**config.mk**
```make
export PLATFORM = sky130hd
export DESIGN_NAME = pair_expander_slave
export DESIGN_NICKNAME = d
export VERILOG_FILES = /design/src/verilog/pin_sync3.v /design/src/verilog/pair_expander_slave.v
export VERILOG_INCLUDE_DIRS = /design/src /design/src/verilog
export SDC_FILE = /design/constraint.sdc
export NUM_CORES = 1
export LEC_CHECK = 0
export ABC_AREA = 1
export BUFFER_PORTS_ARGS = -buffer_cell sky130_fd_sc_hd__clkbuf_2
export CORE_MARGIN = 2
export CORE_UTILIZATION = 60
export DETAILED_ROUTE_END_ITERATION = 7
export PLACE_DENSITY = 0.8
export SETUP_SLACK_MARGIN = 0.15
export SKIP_CTS_REPAIR_TIMING = 1
export SYNTH_ARGS = -nofsm -noshare
export SYNTH_HDL_FRONTEND = slang
export SYNTH_HIERARCHICAL = 1
export SYNTH_SLANG_ARGS = --single-unit
```
**constraint.sdc**
```tcl
create_clock -name i_clk_sys -period 4.1 [get_ports i_clk_sys]
set_clock_uncertainty 0.2 [all_clocks]
set_input_delay 0 -clock i_clk_sys [delete_from_list [all_inputs] [get_ports i_clk_sys]]
set_output_delay 0 -clock i_clk_sys [all_outputs]
set_load 0.05 [all_outputs]
```
**src/verilog/pair_expander_defines.vh**
```
/*
 * constants of the paired-register two-wire slave: command codes, register
 * reset values and sampling details.
 * assumes inclusion by bare name from the design files.
 */
`ifndef PAIR_EXPANDER_DEFINES_VH
`define PAIR_EXPANDER_DEFINES_VH

// ---------------------------------------------------------------
// command codes (register index)
// ---------------------------------------------------------------
`define CMD_INPUT0     3'h0
`define CMD_INPUT1     3'h1
`define CMD_OUTPUT0    3'h2
`define CMD_OUTPUT1    3'h3
`define CMD_POLARITY0  3'h4
`define CMD_POLARITY1  3'h5
`define CMD_CONFIG0    3'h6
`define CMD_CONFIG1    3'h7

// ---------------------------------------------------------------
// reset values
// ---------------------------------------------------------------
`define RST_OUTPUT     8'hFF
`define RST_POLARITY   8'h00
`define RST_CONFIG     8'hFF
`define RST_POINTER    3'h0

// ---------------------------------------------------------------
// bus details
// ---------------------------------------------------------------
`define DEV_ADDR_BITS  7
`define BIT_COUNT_ACK  4'h8
`define SYNC_STAGES    3
`define SNAP_SETTLE    3'h7

`endif

```
**src/verilog/pin_sync3.v**
```verilog
/*
 * three-flop synchroniser for one pin; the output changes only once the
 * second and third stages agree.
 * assumes a single system clock and an async active-low reset.
 */
module pin_sync3 #(
  parameter       RESET_LEVEL = 1'b1
) (
  input  wire     i_clk_sys,
  input  wire     i_rstn,
  input  wire     i_pin,
  output reg      o_level
);

  reg  s1_q;
  reg  s2_q;
  reg  s3_q;

  always @(posedge i_clk_sys or negedge i_rstn) begin
    if (!i_rstn) begin
      s1_q    <= RESET_LEVEL;
      s2_q    <= RESET_LEVEL;
      s3_q    <= RESET_LEVEL;
      o_level <= RESET_LEVEL;
    end else begin
      s1_q <= i_pin;
      s2_q <= s1_q;
      s3_q <= s2_q;
      if (s2_q == s3_q) begin
        o_level <= s3_q;
      end
    end
  end

endmodule

```
**src/verilog/pair_expander_slave.v**
```verilog
/*
 * two-wire bus slave with eight byte registers in four pairs: input,
 * output, polarity inversion and direction. the pointer is loaded by the
 * command byte and toggles within its pair after every data byte.
 * assumes scl and sda arrive asynchronously and are oversampled by the
 * system clock (25 MHz against at most 400 kHz bus clock); sda is open
 * drain, driven low while o_sda_oe is high. i_rstn is the power-on reset.
 */
`include "pair_expander_defines.vh"

// How it works
// - command byte loads the register pointer
// - pointer toggles within pair after each byte
// - unlimited write bytes, stays inside pair
// - read sends pointer-selected register first
// - further read bytes alternate within pair
// - pointer persists across start and restart
// - read data captured at acknowledge rising edge
// - stop anywhere; acked data stays valid
// - read without command uses stored pointer
// - reset restores registers and bus machine
// - input port registers ignore writes
// - output registers read back written value
// - reading either input port clears the one shared interrupt
// - command codes map to four register pairs
module pair_expander_slave #(
  parameter [6:0] DEV_ADDR = 7'h20
) (
  input  wire        i_clk_sys,
  input  wire        i_rstn,
  input  wire        i_scl,
  input  wire        i_sda,
  output wire        o_sda_out,
  output wire        o_sda_oe,
  input  wire [15:0] i_port_in,
  output wire [15:0] o_port_out,
  output wire [15:0] o_port_dir,
  output wire [15:0] o_port_pol,
  output wire        o_int_n
);

  // ---------------------------------------------------------------
  // states
  // ---------------------------------------------------------------
  localparam [2:0] ST_IDLE  = 3'h0;
  localparam [2:0] ST_ADDR  = 3'h1;
  localparam [2:0] ST_CMD   = 3'h2;
  localparam [2:0] ST_WDATA = 3'h3;
  localparam [2:0] ST_RDATA = 3'h4;
  localparam [2:0] ST_MACK  = 3'h5;

  // ---------------------------------------------------------------
  // synchronised bus lines and edges
  // ---------------------------------------------------------------
  wire scl_s;
  wire sda_s;
  reg  scl_prev_q;
  reg  sda_prev_q;

  pin_sync3 #(.RESET_LEVEL(1'b1)) u_sync_scl (
    .i_clk_sys (i_clk_sys),
    .i_rstn    (i_rstn),
    .i_pin     (i_scl),
    .o_level   (scl_s)
  );

  pin_sync3 #(.RESET_LEVEL(1'b1)) u_sync_sda (
    .i_clk_sys (i_clk_sys),
    .i_rstn    (i_rstn),
    .i_pin     (i_sda),
    .o_level   (sda_s)
  );

  // ---------------------------------------------------------------
  // synchronised port pins
  // ---------------------------------------------------------------
  wire [15:0] port_s;

  genvar gi;
  generate
    for (gi = 0; gi < 16; gi = gi + 1) begin : g_port_sync
      pin_sync3 #(.RESET_LEVEL(1'b1)) u_sync_port (
        .i_clk_sys (i_clk_sys),
        .i_rstn    (i_rstn),
        .i_pin     (i_port_in[gi]),
        .o_level   (port_s[gi])
      );
    end
  endgenerate

  always @(posedge i_clk_sys or negedge i_rstn) begin
    if (!i_rstn) begin
      scl_prev_q <= 1'b1;
      sda_prev_q <= 1'b1;
    end else begin
      scl_prev_q <= scl_s;
      sda_prev_q <= sda_s;
    end
  end

  wire scl_rise = scl_s & ~scl_prev_q;
  wire scl_fall = ~scl_s & scl_prev_q;
  wire start_c  = scl_s & scl_prev_q & sda_prev_q & ~sda_s;
  wire stop_c   = scl_s & scl_prev_q & ~sda_prev_q & sda_s;

  // ---------------------------------------------------------------
  // registers
  // ---------------------------------------------------------------
  reg  [2:0]  state_q;
  reg  [3:0]  bit_cnt_q;
  reg  [7:0]  shift_q;
  reg  [2:0]  ptr_q;
  reg         rw_q;
  reg         ack_phase_q;
  reg         sda_low_q;
  reg  [7:0]  tx_q;
  reg  [7:0]  out0_q;
  reg  [7:0]  out1_q;
  reg  [7:0]  pol0_q;
  reg  [7:0]  pol1_q;
  reg  [7:0]  cfg0_q;
  reg  [7:0]  cfg1_q;
  reg  [15:0] in_snap_q;
  reg         int_q;
  reg  [2:0]  snap_wait_q;

  // input register view: pin level xor polarity
  wire [15:0] in_view = port_s ^ {pol1_q, pol0_q};

  reg  [7:0]  rd_mux;
  always @* begin
    case (ptr_q)
      `CMD_INPUT0:    rd_mux = in_view[7:0];
      `CMD_INPUT1:    rd_mux = in_view[15:8];
      `CMD_OUTPUT0:   rd_mux = out0_q;
      `CMD_OUTPUT1:   rd_mux = out1_q;
      `CMD_POLARITY0: rd_mux = pol0_q;
      `CMD_POLARITY1: rd_mux = pol1_q;
      `CMD_CONFIG0:   rd_mux = cfg0_q;
      `CMD_CONFIG1:   rd_mux = cfg1_q;
      default:        rd_mux = 8'h00;
    endcase
  end

  wire [7:0] rx_byte  = {shift_q[6:0], sda_s};
  wire [2:0] ptr_pair = {ptr_q[2:1], ~ptr_q[0]};

  // byte for the register the pointer toggles to
  reg  [7:0] rd_mux_next;
  always @* begin
    case (ptr_pair)
      `CMD_INPUT0:    rd_mux_next = in_view[7:0];
      `CMD_INPUT1:    rd_mux_next = in_view[15:8];
      `CMD_OUTPUT0:   rd_mux_next = out0_q;
      `CMD_OUTPUT1:   rd_mux_next = out1_q;
      `CMD_POLARITY0: rd_mux_next = pol0_q;
      `CMD_POLARITY1: rd_mux_next = pol1_q;
      `CMD_CONFIG0:   rd_mux_next = cfg0_q;
      `CMD_CONFIG1:   rd_mux_next = cfg1_q;
      default:        rd_mux_next = 8'h00;
    endcase
  end

  // ---------------------------------------------------------------
  // bus state machine
  // ---------------------------------------------------------------
  always @(posedge i_clk_sys or negedge i_rstn) begin
    if (!i_rstn) begin
      state_q     <= ST_IDLE;
      bit_cnt_q   <= 4'h0;
      shift_q     <= 8'h00;
      ptr_q       <= `RST_POINTER;
      rw_q        <= 1'b0;
      ack_phase_q <= 1'b0;
      sda_low_q   <= 1'b0;
      tx_q        <= 8'h00;
      out0_q      <= `RST_OUTPUT;
      out1_q      <= `RST_OUTPUT;
      pol0_q      <= `RST_POLARITY;
      pol1_q      <= `RST_POLARITY;
      cfg0_q      <= `RST_CONFIG;
      cfg1_q      <= `RST_CONFIG;
    end else if (stop_c) begin
      state_q     <= ST_IDLE;
      ack_phase_q <= 1'b0;
      sda_low_q   <= 1'b0;
    end else if (start_c) begin
      state_q     <= ST_ADDR;
      bit_cnt_q   <= 4'h0;
      ack_phase_q <= 1'b0;
      sda_low_q   <= 1'b0;
    end else begin
      case (state_q)
        ST_IDLE: begin
          sda_low_q <= 1'b0;
        end
        ST_ADDR, ST_CMD, ST_WDATA: begin
          if (scl_rise && !ack_phase_q) begin
            shift_q   <= rx_byte;
            bit_cnt_q <= bit_cnt_q + 4'h1;
          end
          if (scl_fall && !ack_phase_q && bit_cnt_q == `BIT_COUNT_ACK) begin
            ack_phase_q <= 1'b1;
            bit_cnt_q   <= 4'h0;
            if (state_q == ST_ADDR) begin
              if (shift_q[7:1] == DEV_ADDR) begin
                sda_low_q <= 1'b1;
                rw_q      <= shift_q[0];
              end else begin
                state_q <= ST_IDLE;
              end
            end else if (state_q == ST_CMD) begin
              ptr_q     <= shift_q[2:0];
              sda_low_q <= 1'b1;
            end else begin
              sda_low_q <= 1'b1;
              case (ptr_q)
                `CMD_OUTPUT0:   out0_q <= shift_q;
                `CMD_OUTPUT1:   out1_q <= shift_q;
                `CMD_POLARITY0: pol0_q <= shift_q;
                `CMD_POLARITY1: pol1_q <= shift_q;
                `CMD_CONFIG0:   cfg0_q <= shift_q;
                `CMD_CONFIG1:   cfg1_q <= shift_q;
                default:        ;
              endcase
              ptr_q <= ptr_pair;
            end
          end else if (scl_fall && ack_phase_q) begin
            // end of our acknowledge bit
            ack_phase_q <= 1'b0;
            sda_low_q   <= 1'b0;
            if (state_q == ST_ADDR && rw_q) begin
              state_q   <= ST_RDATA;
              sda_low_q <= ~tx_q[7];
              bit_cnt_q <= 4'h1;
            end else if (state_q == ST_ADDR) begin
              state_q <= ST_CMD;
            end else begin
              state_q <= ST_WDATA;
            end
          end
          // load first read byte while address ack is driven
          if (state_q == ST_ADDR && scl_rise && ack_phase_q) begin
            tx_q <= rd_mux;
          end
        end
        ST_RDATA: begin
          if (scl_fall) begin
            if (bit_cnt_q == `BIT_COUNT_ACK) begin
              state_q   <= ST_MACK;
              sda_low_q <= 1'b0;
              bit_cnt_q <= 4'h0;
            end else begin
              sda_low_q <= ~tx_q[3'h7 - bit_cnt_q[2:0]];
              bit_cnt_q <= bit_cnt_q + 4'h1;
            end
          end
        end
        ST_MACK: begin
          if (scl_rise) begin
            ptr_q <= ptr_pair;
            if (sda_s) begin
              state_q <= ST_IDLE;
            end else begin
              tx_q <= rd_mux_next;
            end
          end else if (scl_fall) begin
            state_q   <= ST_RDATA;
            sda_low_q <= ~tx_q[7];
            bit_cnt_q <= 4'h1;
          end
        end
        default: begin
          state_q <= ST_IDLE;
        end
      endcase
    end
  end

  // ---------------------------------------------------------------
  // port change interrupt
  // ---------------------------------------------------------------
  wire [15:0] in_mask  = {cfg1_q, cfg0_q};
  wire        in_diff  = |((port_s ^ in_snap_q) & in_mask);
  wire        rd_ack   = (state_q == ST_MACK) && scl_rise;
  wire        rd_port  = rd_ack && (ptr_q[2:1] == 2'b00);

  // track the pins until the synchronisers settle, so reset raises no
  // false interrupt
  always @(posedge i_clk_sys or negedge i_rstn) begin
    if (!i_rstn) begin
      in_snap_q   <= 16'h0000;
      int_q       <= 1'b0;
      snap_wait_q <= `SNAP_SETTLE;
    end else if (snap_wait_q != 3'h0 || rd_port) begin
      in_snap_q <= port_s;
      int_q     <= 1'b0;
      if (snap_wait_q != 3'h0) begin
        snap_wait_q <= snap_wait_q - 3'h1;
      end
    end else begin
      int_q <= in_diff;
    end
  end

  assign o_sda_out  = 1'b0;
  assign o_sda_oe   = sda_low_q;
  assign o_port_out = {out1_q, out0_q};
  assign o_port_dir = {cfg1_q, cfg0_q};
  assign o_port_pol = {pol1_q, pol0_q};
  assign o_int_n    = ~int_q;

endmodule

```
==> results.json, run 1 <==
{
  "drv_slew": 0,
  "cts_tree": "built",
  "status": "completed",
  "drtPass1Iterations": 5,
  "root_buffer": "clkbuf_16",
  "slowest_delay_ns": 0.96,
  "final_cell_count_no_fill": 1323,
  "grt_pass1_vias": 6759,
  "period_needed_ns": 2.88,
  "setup_viol": 0,
  "io_pins": 71,
  "hold_path_class": "input port to register",
  "clk_path_buf_depth": 2,
  "die_height_microns": 123,
  "synth_area_sq_um": 8470,
  "syn_inst": 1034,
  "tightest_slew_ns": 1.08,
  "grt_usage": 0.325,
  "ys_seq_area_frac": 0.521,
  "synth-seq-cells": 171,
  "cts.clk_slew.worst_paths_ns": 0.07,
  "r2r-start": "ptr_q[2]$_DFFE_PN0P_",
  "grt-ovfl-total": 0,
  "fin_nets": 1157,
  "maxCapViolCount": 0,
  "dr.first_iter.drc_count": 806,
  "required_ns": 4.17,
  "arrival_ns": 2.95,
  "routed_wl_microns": 24000,
  "die_width_microns": 123,
  "grt_pass1_wl_microns": 36600,
  "slew_headroom": 0.282,
  "fmax_ghz": 0.347,
  "drtAntennaViolNets": 0,
  "crit_buf_inv": 1,
  "antenna_found_initial": 0,
  "gp_congestion": 0.999,
  "numCtsBuffers": 17,
  "tns_ns": 0,
  "cp_cell_sequence": "inv_2, nand2_2, o31ai_4, o21ai_0",
  "grt_max_degree": 92,
  "startpoint": "ptr_q[2]$_DFFE_PN0P_",
  "power_density_nw_per_um2": 503,
  "synth_flop_cell": "dfstp_2",
  "dieArea_sq_um": 15100,
  "ys_async_sr_fraction": 1.00,
  "syn_avg_cell_area_sq_um": 8.19,
  "start_util": 0.613,
  "yosysUniqueCellTypes": 41,
  "final_util": 0.713,
  "rows": 43,
  "wl_per_cell_microns": 18.1,
  "diodes": 0,
  "cts_sinks": 171,
  "synth_edf_count": 0,
  "peakVddDrop_v": 0.000339,
  "p_leak_nw": 4.47,
  "hpwl_microns": 16300,
  "io_buffers": 69,
  "drive_gt1_frac": 0.213,
  "cp-end-kind": "register",
  "critical_path_class": "register to register",
  "syn-num-nets": 1061,
  "areaGrowthSynthToFinish_pct": 16.3,
  "cpMaxStageDelayCell": "o31ai_4",
  "vias": 7433,
  "clk_latency_ns": 0.44,
  "p_total_mw": 4.95,
  "via_per_inst": 5.62,
  "fin_crit_sh": 0.703,
  "placedCellCount": 1259,
  "rsz0062_at_grt": "false",
  "crit_family": "compound AO/OA/AOI/OAI gates",
  "worstPathMaxFanout": 33,
  "post-route-drc-count": 0,
  "synth-warning-count": 6,
  "cp-start-kind": "register",
  "hp-start": "i_port_in[0]",
  "htree_num_levels": 4,
  "hold_violations": 0,
  "core_sq_um": 13800
}
[synthesized netlist by cell type, types with 3 or more instances]
master,instances,share of area
xnor2_1,3,0.0031
inv_1,110,0.049
nor2_1,117,0.052
ha_1,7,0.010
nand4_1,32,0.024
buf_2,9,0.0053
dfrtp_1,62,0.18
a21oi_1,44,0.026
nor3_1,10,0.0059
nand3_1,38,0.022
o21ai_1,50,0.030
nor2_2,3,0.0022
o22ai_1,3,0.0022
clkbuf_1,9,0.0040
nor2_4,3,0.0040
nand3_4,4,0.0083
dfstp_2,109,0.34
o21ai_0,89,0.053
inv_2,7,0.0031
buf_6,7,0.0093
xor2_1,18,0.019
nand2_1,276,0.12
[logic make-up after synthesis]
logic type                 count (synthesis)  share of synthesized area
xor gates and xnor gates                  21                     0.0217
other                                      1                   0.000443
and+or+nand+nor                          492                      0.253
adders and majority gates                  7                     0.0103
muxes                                      1                    0.00133
AOI/OAI and AO/OA                        193                      0.117
DFF                                      171                      0.521
buffers and inverters                    148                     0.0746
[routing by layer]
| metal | part of all wire | routed length, microns | up-vias | global-route usage |
|---|---|---|---|---|
| li1 | - | - | 3529 | - |
| met1 | 0.42 | 10200 | 3493 | 0.455 |
| met2 | 0.47 | 11200 | 349 | 0.490 |
| met3 | 0.071 | 1710 | 62 | 0.0595 |
| met4 | 0.040 | 954 | 0 | 0.156 |
| met5 | 0 | 0 | - | 0 |
[sequential cells by signal, indices dropped and copies added, names as in the netlist, 16 cells and up]
signal	count
g_port_sync.u_sync_port/s3_q	16
g_port_sync.u_sync_port/o_level	16
g_port_sync.u_sync_port/s2_q	16
g_port_sync.u_sync_port/s1_q	16
in_snap_q	16
[path summary, 6_finish.rpt]
path / to / slack [ns] / depth (start not counted)
max: in_snap_q[15]$_DFFE_PN0N_ / 1.22 / 4
min: g_port_sync[0].u_sync_port/s1_q$_DFF_PN1_ / 0.0003 / 2
max reg2reg: in_snap_q[15]$_DFFE_PN0N_ / 1.22 / 4
min reg2reg: g_port_sync[3].u_sync_port/s2_q$_DFF_PN1_ / 0.16 / 0
max in group asynchronous: g_port_sync[1].u_sync_port/s2_q$_DFF_PN1_ / 2.65 / 3
min in group asynchronous: in_snap_q[6]$_DFFE_PN0N_ / 0.01 / 2
[through the flow]
stage / worst slack, ns / instance area, sq um / hold WS [ns]
after floorplan: 2.01 / 8470 / -0.496
after global placement: 1.48 / 8910 / -0.113
after detailed placement: 1.29 / 8910 / -0.111
after CTS: 1.25 / 9530 / -0.576
after global routing: 0.955 / 9850 / 0.00698
final: 1.22 / 9850 / 0.000282
[layout by cell type (no fill, tap or decap), types with 3 or more instances in the layout]
master,netlist,final
ha_1,7,7
a21oi_1,44,44
nor2_4,3,3
clkbuf_2,0,68
clkbuf_16,0,18
nand3_4,4,4
inv_1,110,110
o21ai_1,50,50
nor2_2,3,3
nand4_1,32,32
clkinv_8,0,4
clkinv_4,1,5
nor3_1,10,10
dfstp_2,109,109
dlygate4sd3_1,0,32
nand2_1,276,276
nor2_1,117,117
nand3_1,38,38
inv_2,7,7
dfrtp_1,62,62
xor2_1,18,18
buf_4,2,4
xnor2_1,3,3
o21ai_0,89,89
o22ai_1,3,3
[report_power, final]
part | switching (mW) | internal, mW | total (mW)
Clock | 0.775 | 0.863 | 1.64
Sequential | 0.185 | 1.87 | 2.06
Combinational | 0.872 | 0.385 | 1.26
[area by class of cell]
cell class	instances	area, sq um
clock buffer	18	450
clock inverter	14	173
timing repair buffer	105	702
tap	180	225
fill	1062	3970
sequential	171	4420
inverter	120	455
multi-input combinational	715	3430
Power figures use the tool's default switching activity.
==> run 2, diff against run 1 <==
--- a/config.mk
+++ b/config.mk
@@ -9,9 +9,9 @@
 export ABC_AREA = 1
 export BUFFER_PORTS_ARGS = -buffer_cell sky130_fd_sc_hd__clkbuf_2
 export CORE_MARGIN = 2
-export CORE_UTILIZATION = 60
+export CORE_UTILIZATION = 54
 export DETAILED_ROUTE_END_ITERATION = 7
-export PLACE_DENSITY = 0.8
+export PLACE_DENSITY = 0.76
 export SETUP_SLACK_MARGIN = 0.15
 export SKIP_CTS_REPAIR_TIMING = 1
 export SYNTH_ARGS = -nofsm -noshare
==> constraint.sdc (replaced) <==
create_clock -name i_clk_sys -period 2.45 [get_ports i_clk_sys]
set_clock_uncertainty 0.2 [all_clocks]
set_input_delay 0 -clock i_clk_sys [delete_from_list [all_inputs] [get_ports i_clk_sys]]
set_output_delay 0 -clock i_clk_sys [all_outputs]
set_load 0.05 [all_outputs]
==> run 2 against run 1 <==
Compared with the run above:
- the flow now finishes with violations (hold timing)
- sequential power rose by 66%
- fmax rose by 33%
- sequential share of layout area fell by 1.3 points
- total power rose by 69%
- combinational power rose by 85%
- via count rose by 1.5%
- critical path depth rose by 6
- final area rose by 2.9%
- die area rose by 11%
- routed wire length fell by 1.2%
- largest cell class unchanged
- largest power group unchanged
==> results.json, run 2 (same netlist as run 1, synthesis figures left out) <==
{
  "final_util": 0.665,
  "rows": 45,
  "tns_ns": 0,
  "violations": "hold timing",
  "cts.clk_slew.worst_paths_ns": 0.07,
  "cts_tree": "built",
  "grt_pass1_wl_microns": 37600,
  "routed_wl_microns": 23700,
  "fmax_ghz": 0.461,
  "vias": 7548,
  "grt_max_degree": 61,
  "cp_cell_sequence": "inv_2, ha_1, nand2_1, nor2_4, nand2_4, nor2_4, buf_12, nand3_4, nand2_1, o21ai_1",
  "drv_slew": 0,
  "dieArea_sq_um": 16700,
  "critical_path_class": "register to register",
  "numCtsBuffers": 17,
  "core_sq_um": 15300,
  "cp-end-kind": "register",
  "diodes": 0,
  "io_pins": 71,
  "post-route-drc-count": 0,
  "arrival_ns": 2.27,
  "htree_num_levels": 4,
  "dr.first_iter.drc_count": 702,
  "power_density_nw_per_um2": 825,
  "p_leak_nw": 4.60,
  "fin_nets": 1183,
  "gp_congestion": 0.938,
  "via_per_inst": 5.47,
  "multiInputGateArea_sq_um": 3470,
  "drtPass1Iterations": 5,
  "r2r-start": "bit_cnt_q[0]$_DFFE_PN0P_",
  "layout_common_cells": "276 x nand2_1, 114 x nor2_1, 110 x inv_1",
  "antenna_found_initial": 0,
  "die_width_microns": 129,
  "drtAntennaViolNets": 0,
  "slowest_delay_ns": 0.46,
  "wl_per_cell_microns": 17.2,
  "slew_headroom": 0.536,
  "hold_path_class": "input port to register",
  "start_util": 0.555,
  "grt_pass1_vias": 7153,
  "fin_crit_sh": 0.885,
  "nFillCells": 1281,
  "clk_path_buf_depth": 2,
  "cp-start-kind": "register",
  "period_needed_ns": 2.17,
  "peakVddDrop_v": 0.000517,
  "required_ns": 2.56,
  "final_common_cell": "nand2_1",
  "areaGrowthSynthToFinish_pct": 19.7,
  "grt-ovfl-total": 0,
  "grt_usage": 0.297,
  "drive_gt1_frac": 0.235,
  "io_buffers": 69,
  "hold_violations": 1,
  "hp-start": "i_port_in[3]",
  "seqCellArea_sq_um": 4420,
  "status": "finished, violations left",
  "setup_viol": 0,
  "die_height_microns": 129,
  "cpMaxStageDelayCell": "dfrtp_2",
  "maxCapViolCount": 0,
  "startpoint": "bit_cnt_q[0]$_DFFE_PN0P_",
  "tightest_slew_ns": 0.692,
  "worstPathMaxFanout": 16,
  "root_buffer": "clkbuf_16",
  "cts_sinks": 171,
  "rsz0062_at_grt": "false",
  "hold_ws_ns": -0.00148,
  "hpwl_microns": 16800,
  "clk_latency_ns": 0.44
}
-- run 2: cell type report --
cell class                      count  share of cell area
Clock buffer                       18              0.0423
Multi-Input combinational cell    715               0.342
Timing Repair Buffer              131              0.0934
Sequential cell                   171               0.435
Clock inverter                     14              0.0153
Tap cell                          211              0.0260
Inverter                          120              0.0453
-- run 2: path summary, 6_finish.rpt --
check,slack [ns],end,cells past startpoint
worst max register to register,0.28,pol1_q[4]$_DFFE_PN0P_,10
worst min register to register,0.16,g_port_sync[7].u_sync_port/s2_q$_DFF_PN1_,0
worst min-delay path,-0.001,g_port_sync[3].u_sync_port/s1_q$_DFF_PN1_,2
max in group asynchronous,1.52,g_port_sync[10].u_sync_port/s3_q$_DFF_PN1_,3
worst max-delay path,0.28,pol1_q[4]$_DFFE_PN0P_,10
min in group asynchronous,0.10,g_port_sync[4].u_sync_port/s3_q$_DFF_PN1_,2
-- run 2: where the power goes --
group	switching, mW	total, mW	internal [mW]
clock	1.26	2.62	1.36
combinational	1.56	2.33	0.770
sequential	0.272	3.41	3.14
total	3.09	8.36	5.27
-- run 2: routing by layer --
metal	GRT usage	routed length, microns
met4	0.125	745
met1	0.401	9970
met5	0	0
met3	0.0644	1800
met2	0.467	11200
-- run 2: worst max-delay path: cells and delay by family (launching register included) --
| kind | cells | cell delay (ns) |
|---|---|---|
| adders and majority gates | 1 | 0.20 |
| and+or+nand+nor | 6 | 0.82 |
| buffers and inverters | 2 | 0.29 |
| DFF | 1 | 0.46 |
| AOI/OAI and AO/OA | 1 | 0.07 |
-- run 2: stage by stage --
stage	hold slack [ns]	instance area (sq um)	instances	power, mW	setup slack (ns)
detailed placement	-0.190	9140	1313	5.60	0.157
finish	-0.00148	10100	1380	8.36	0.281
floorplan	-0.496	8470	1034	4.88	0.356
global route	0.00363	10100	1380	8.85	0.132
global placement	-0.198	9140	1313	5.58	0.192
CTS	-0.657	9720	1345	8.23	0.0703
==> run 3, diff against run 2 <==
--- a/config.mk
+++ b/config.mk
@@ -6,7 +6,6 @@
 export SDC_FILE = /design/constraint.sdc
 export NUM_CORES = 1
 export LEC_CHECK = 0
-export ABC_AREA = 1
 export BUFFER_PORTS_ARGS = -buffer_cell sky130_fd_sc_hd__clkbuf_2
 export CORE_MARGIN = 2
 export CORE_UTILIZATION = 54
==> run 3 against run 2 <==
Compared with the run above:
- the flow still finishes with violations (hold timing)
- global-route usage fell by 2.7 points
- routed wire length down 8.2%
- final area increased by 1.5%
- highest routed layer unchanged
- critical path depth fell by 4
- synthesized cell count is 36% lower
- clock power up 3%
- die area down 2.8%
- critical path type unchanged
- combinational power down 48%
- fmax down 10%
==> results.json, run 3 <==
{
  "synthAdderAreaFrac": 0.0353,
  "required_ns": 2.56,
  "synth_top_cell_area_share": 0.348,
  "rsz0062_at_grt": "true",
  "power_frac_seq": 0.451,
  "worst_slack_ns": 0.0275,
  "use_met1": 0.354,
  "cp-start-kind": "register",
  "pwr-share-clk": 0.379,
  "hold_path_class": "input port to asynchronous set/reset pin",
  "grt-ovfl-total": 0,
  "fin_crit_sh": 0.989,
  "peakVddDrop_v": 0.000679,
  "root_buffer": "clkbuf_16",
  "layout_common_cells": "109 x dfstp_2, 68 x mux2_2, 68 x clkbuf_2",
  "met2_usage": 0.441,
  "power_density_nw_per_um2": 695,
  "synth_edf_count": 0,
  "via_per_inst": 6.06,
  "critPathCapture": "pol1_q[5]$_DFFE_PN0P_",
  "numCtsBuffers": 17,
  "grt_max_degree": 77,
  "htree_num_levels": 4,
  "fmax_ghz": 0.413,
  "ff2ff_path_depth": 6,
  "ys_seq_area_frac": 0.537,
  "slew_headroom": 0.522,
  "clk_latency_ns": 0.44,
  "reg2reg_to": "pol1_q[5]$_DFFE_PN0P_",
  "dieArea_sq_um": 16200,
  "dr.first_iter.drc_count": 677,
  "synthMuxAreaShare": 0.146,
  "tightest_slew_ns": 0.714,
  "hpwl_microns": 14700,
  "switchingPower_mw": 2.18,
  "cts_sinks": 171,
  "tns_ns": 0,
  "syn_avg_cell_area_sq_um": 12.4,
  "hold_ws_ns": -0.0399,
  "final_cell_count_no_fill": 1014,
  "wl_per_cell_microns": 21.4,
  "critical_path_class": "register to register",
  "swShare": 0.305,
  "post-route-drc-count": 0,
  "synth_xor_area_frac": 0.0383,
  "r2r_slack_ns": 0.03,
  "vias": 6140,
  "core_sq_um": 15000,
  "drtPass1Iterations": 7,
  "clk_path_buf_depth": 2,
  "yosysUniqueCellTypes": 73,
  "final_util": 0.685,
  "hold_violations": 10,
  "status": "finished, violations left",
  "p_int_mw": 4.98,
  "synth_area_sq_um": 8230,
  "global_route.usage.met3": 0.0565,
  "drtAntennaViolNets": 0,
  "drive_gt1_frac": 0.505,
  "grt_pass1_vias": 6090,
  "period_needed_ns": 2.42,
  "die_height_microns": 127,
  "synth_compound_gate_area_share": 0.125,
  "synth_area_leaders": "dfstp_2 35%, dfrtp_1 19%, mux2_2 10%",
  "syn_inst": 663,
  "place_area_sq_um": 9100,
  "maxCapViolCount": 0,
  "grt_usage": 0.269,
  "worstPathMaxFanout": 8,
  "slowest_delay_ns": 0.67,
  "synth-warning-count": 6,
  "startpoint": "scl_prev_q$_DFF_PN1_",
  "preCtsSetupSlack_ns": -0.0508,
  "synth_largest_area_cell": "dfstp_2",
  "fin_area_sq_um": 10300,
  "violations": "hold timing",
  "setup_viol": 0,
  "cp-end-kind": "register",
  "ys_async_sr_fraction": 1.00,
  "antenna_found_initial": 0,
  "routed_wl_microns": 21700,
  "die_width_microns": 127,
  "synth-seq-cells": 171,
  "grt_pass1_wl_microns": 33500,
  "syn-num-nets": 690,
  "gp_congestion": 0.912,
  "rows": 45,
  "final_common_cell": "dfstp_2",
  "synth_flop_cell": "dfstp_2",
  "cp_cell_sequence": "ha_4, nand2b_4, nor2_4, nand2_2, or4_4, mux2_4",
  "drv_slew": 0,
  "synth_top_family_by_area": "multiplexers",
  "areaGrowthSynthToFinish_pct": 25.2,
  "synth_common_cells": "109 x dfstp_2, 76 x mux2_2, 62 x dfrtp_1, 49 x nand2_1, 27 x a21oi_1",
  "p_total_mw": 7.16,
  "io_buffers": 69,
  "fin_nets": 840,
  "r2r-start": "scl_prev_q$_DFF_PN1_",
  "start_util": 0.547,
  "yosysMostFrequentCell": "dfstp_2",
  "arrival_ns": 2.53,
  "cpMaxStageDelayCell": "or4_4",
  "synth-simple-area-share": 0.0915,
  "placedCellCount": 934,
  "p_leak_nw": 4.41,
  "top_usage_layer": "met2",
  "combinationalPowerShare": 0.171,
  "diodes": 0,
  "cts_tree": "built",
  "cts.clk_slew.worst_paths_ns": 0.07,
  "io_pins": 71
}
[run 3: cell count changes in the layout (fill, tap and decap cells not counted), sizes merged, moves of 27 or more]
cell   before  now
nand4      32    5
o21ai     140   16
mux2        1   84
inv       124   26
nor2      123   14
buf        31   64
nand2     279   50
nand3      43   10
[run 3: per-layer routing]
metal  up-vias  part of all wire
li1       2723                 -
met1      3128              0.41
met2       232              0.50
met3        57             0.055
met4         0             0.030
met5         -                 0
[run 3: power by group through the flow]
| stage | clock (mW) | combinational [mW] | sequential, mW |
|---|---|---|---|
| 2_1_floorplan | 0 | 0.704 | 3.18 |
| 3_3_place_gp | 0 | 1.04 | 3.25 |
| 3_5_place_dp | 0 | 1.06 | 3.26 |
| 4_1_cts | 2.75 | 1.06 | 3.21 |
| 5_1_grt | 2.85 | 1.33 | 3.25 |
| 6_report | 2.71 | 1.22 | 3.22 |
[run 3: kinds of logic (layout without fill, tap and decap cells)]
logic type,count (synthesis),after routing
adders and majority gates,25,25
and+or+nand+nor,134,134
AOI/OAI and AO/OA,143,143
buffers and inverters,54,217
other,1,1
DFF,171,171
xor gates and xnor gates,36,36
muxes,99,99
[run 3: worst min path at each step]
stage	startpoint	endpoint	slack [ns]	cells after the start
2_1_floorplan	i_rstn	ack_phase_q$_DFFE_PN0P_	-0.50	0
3_3_place_gp	i_rstn	in_snap_q[8]$_DFFE_PN0N_	-0.14	1
3_5_place_dp	i_rstn	in_snap_q[8]$_DFFE_PN0N_	-0.13	1
4_1_cts	i_rstn	shift_q[1]$_DFFE_PN0P_	-0.59	1
5_1_grt	i_rstn	in_snap_q[8]$_DFFE_PN0N_	0.006	2
6_report	i_rstn	in_snap_q[8]$_DFFE_PN0N_	-0.04	2
[run 3: final cells by class]
class                           count  area, sq um
Timing Repair Buffer              166         1220
Clock buffer                       17          425
Clock inverter                     15          175
Tap cell                          188          235
Multi-Input combinational cell    438         3750
Inverter                           19         73.8
Fill cell                        1057         4740
Sequential cell                   171         4420
[run 3: worst max-delay path, delay by kind of cell (launching register included)]
family / cells / cell delay, ns
fa+ha+maj: 1 / 0.19
mux: 1 / 0.35
flops: 1 / 0.57
simple gates: 4 / 0.99
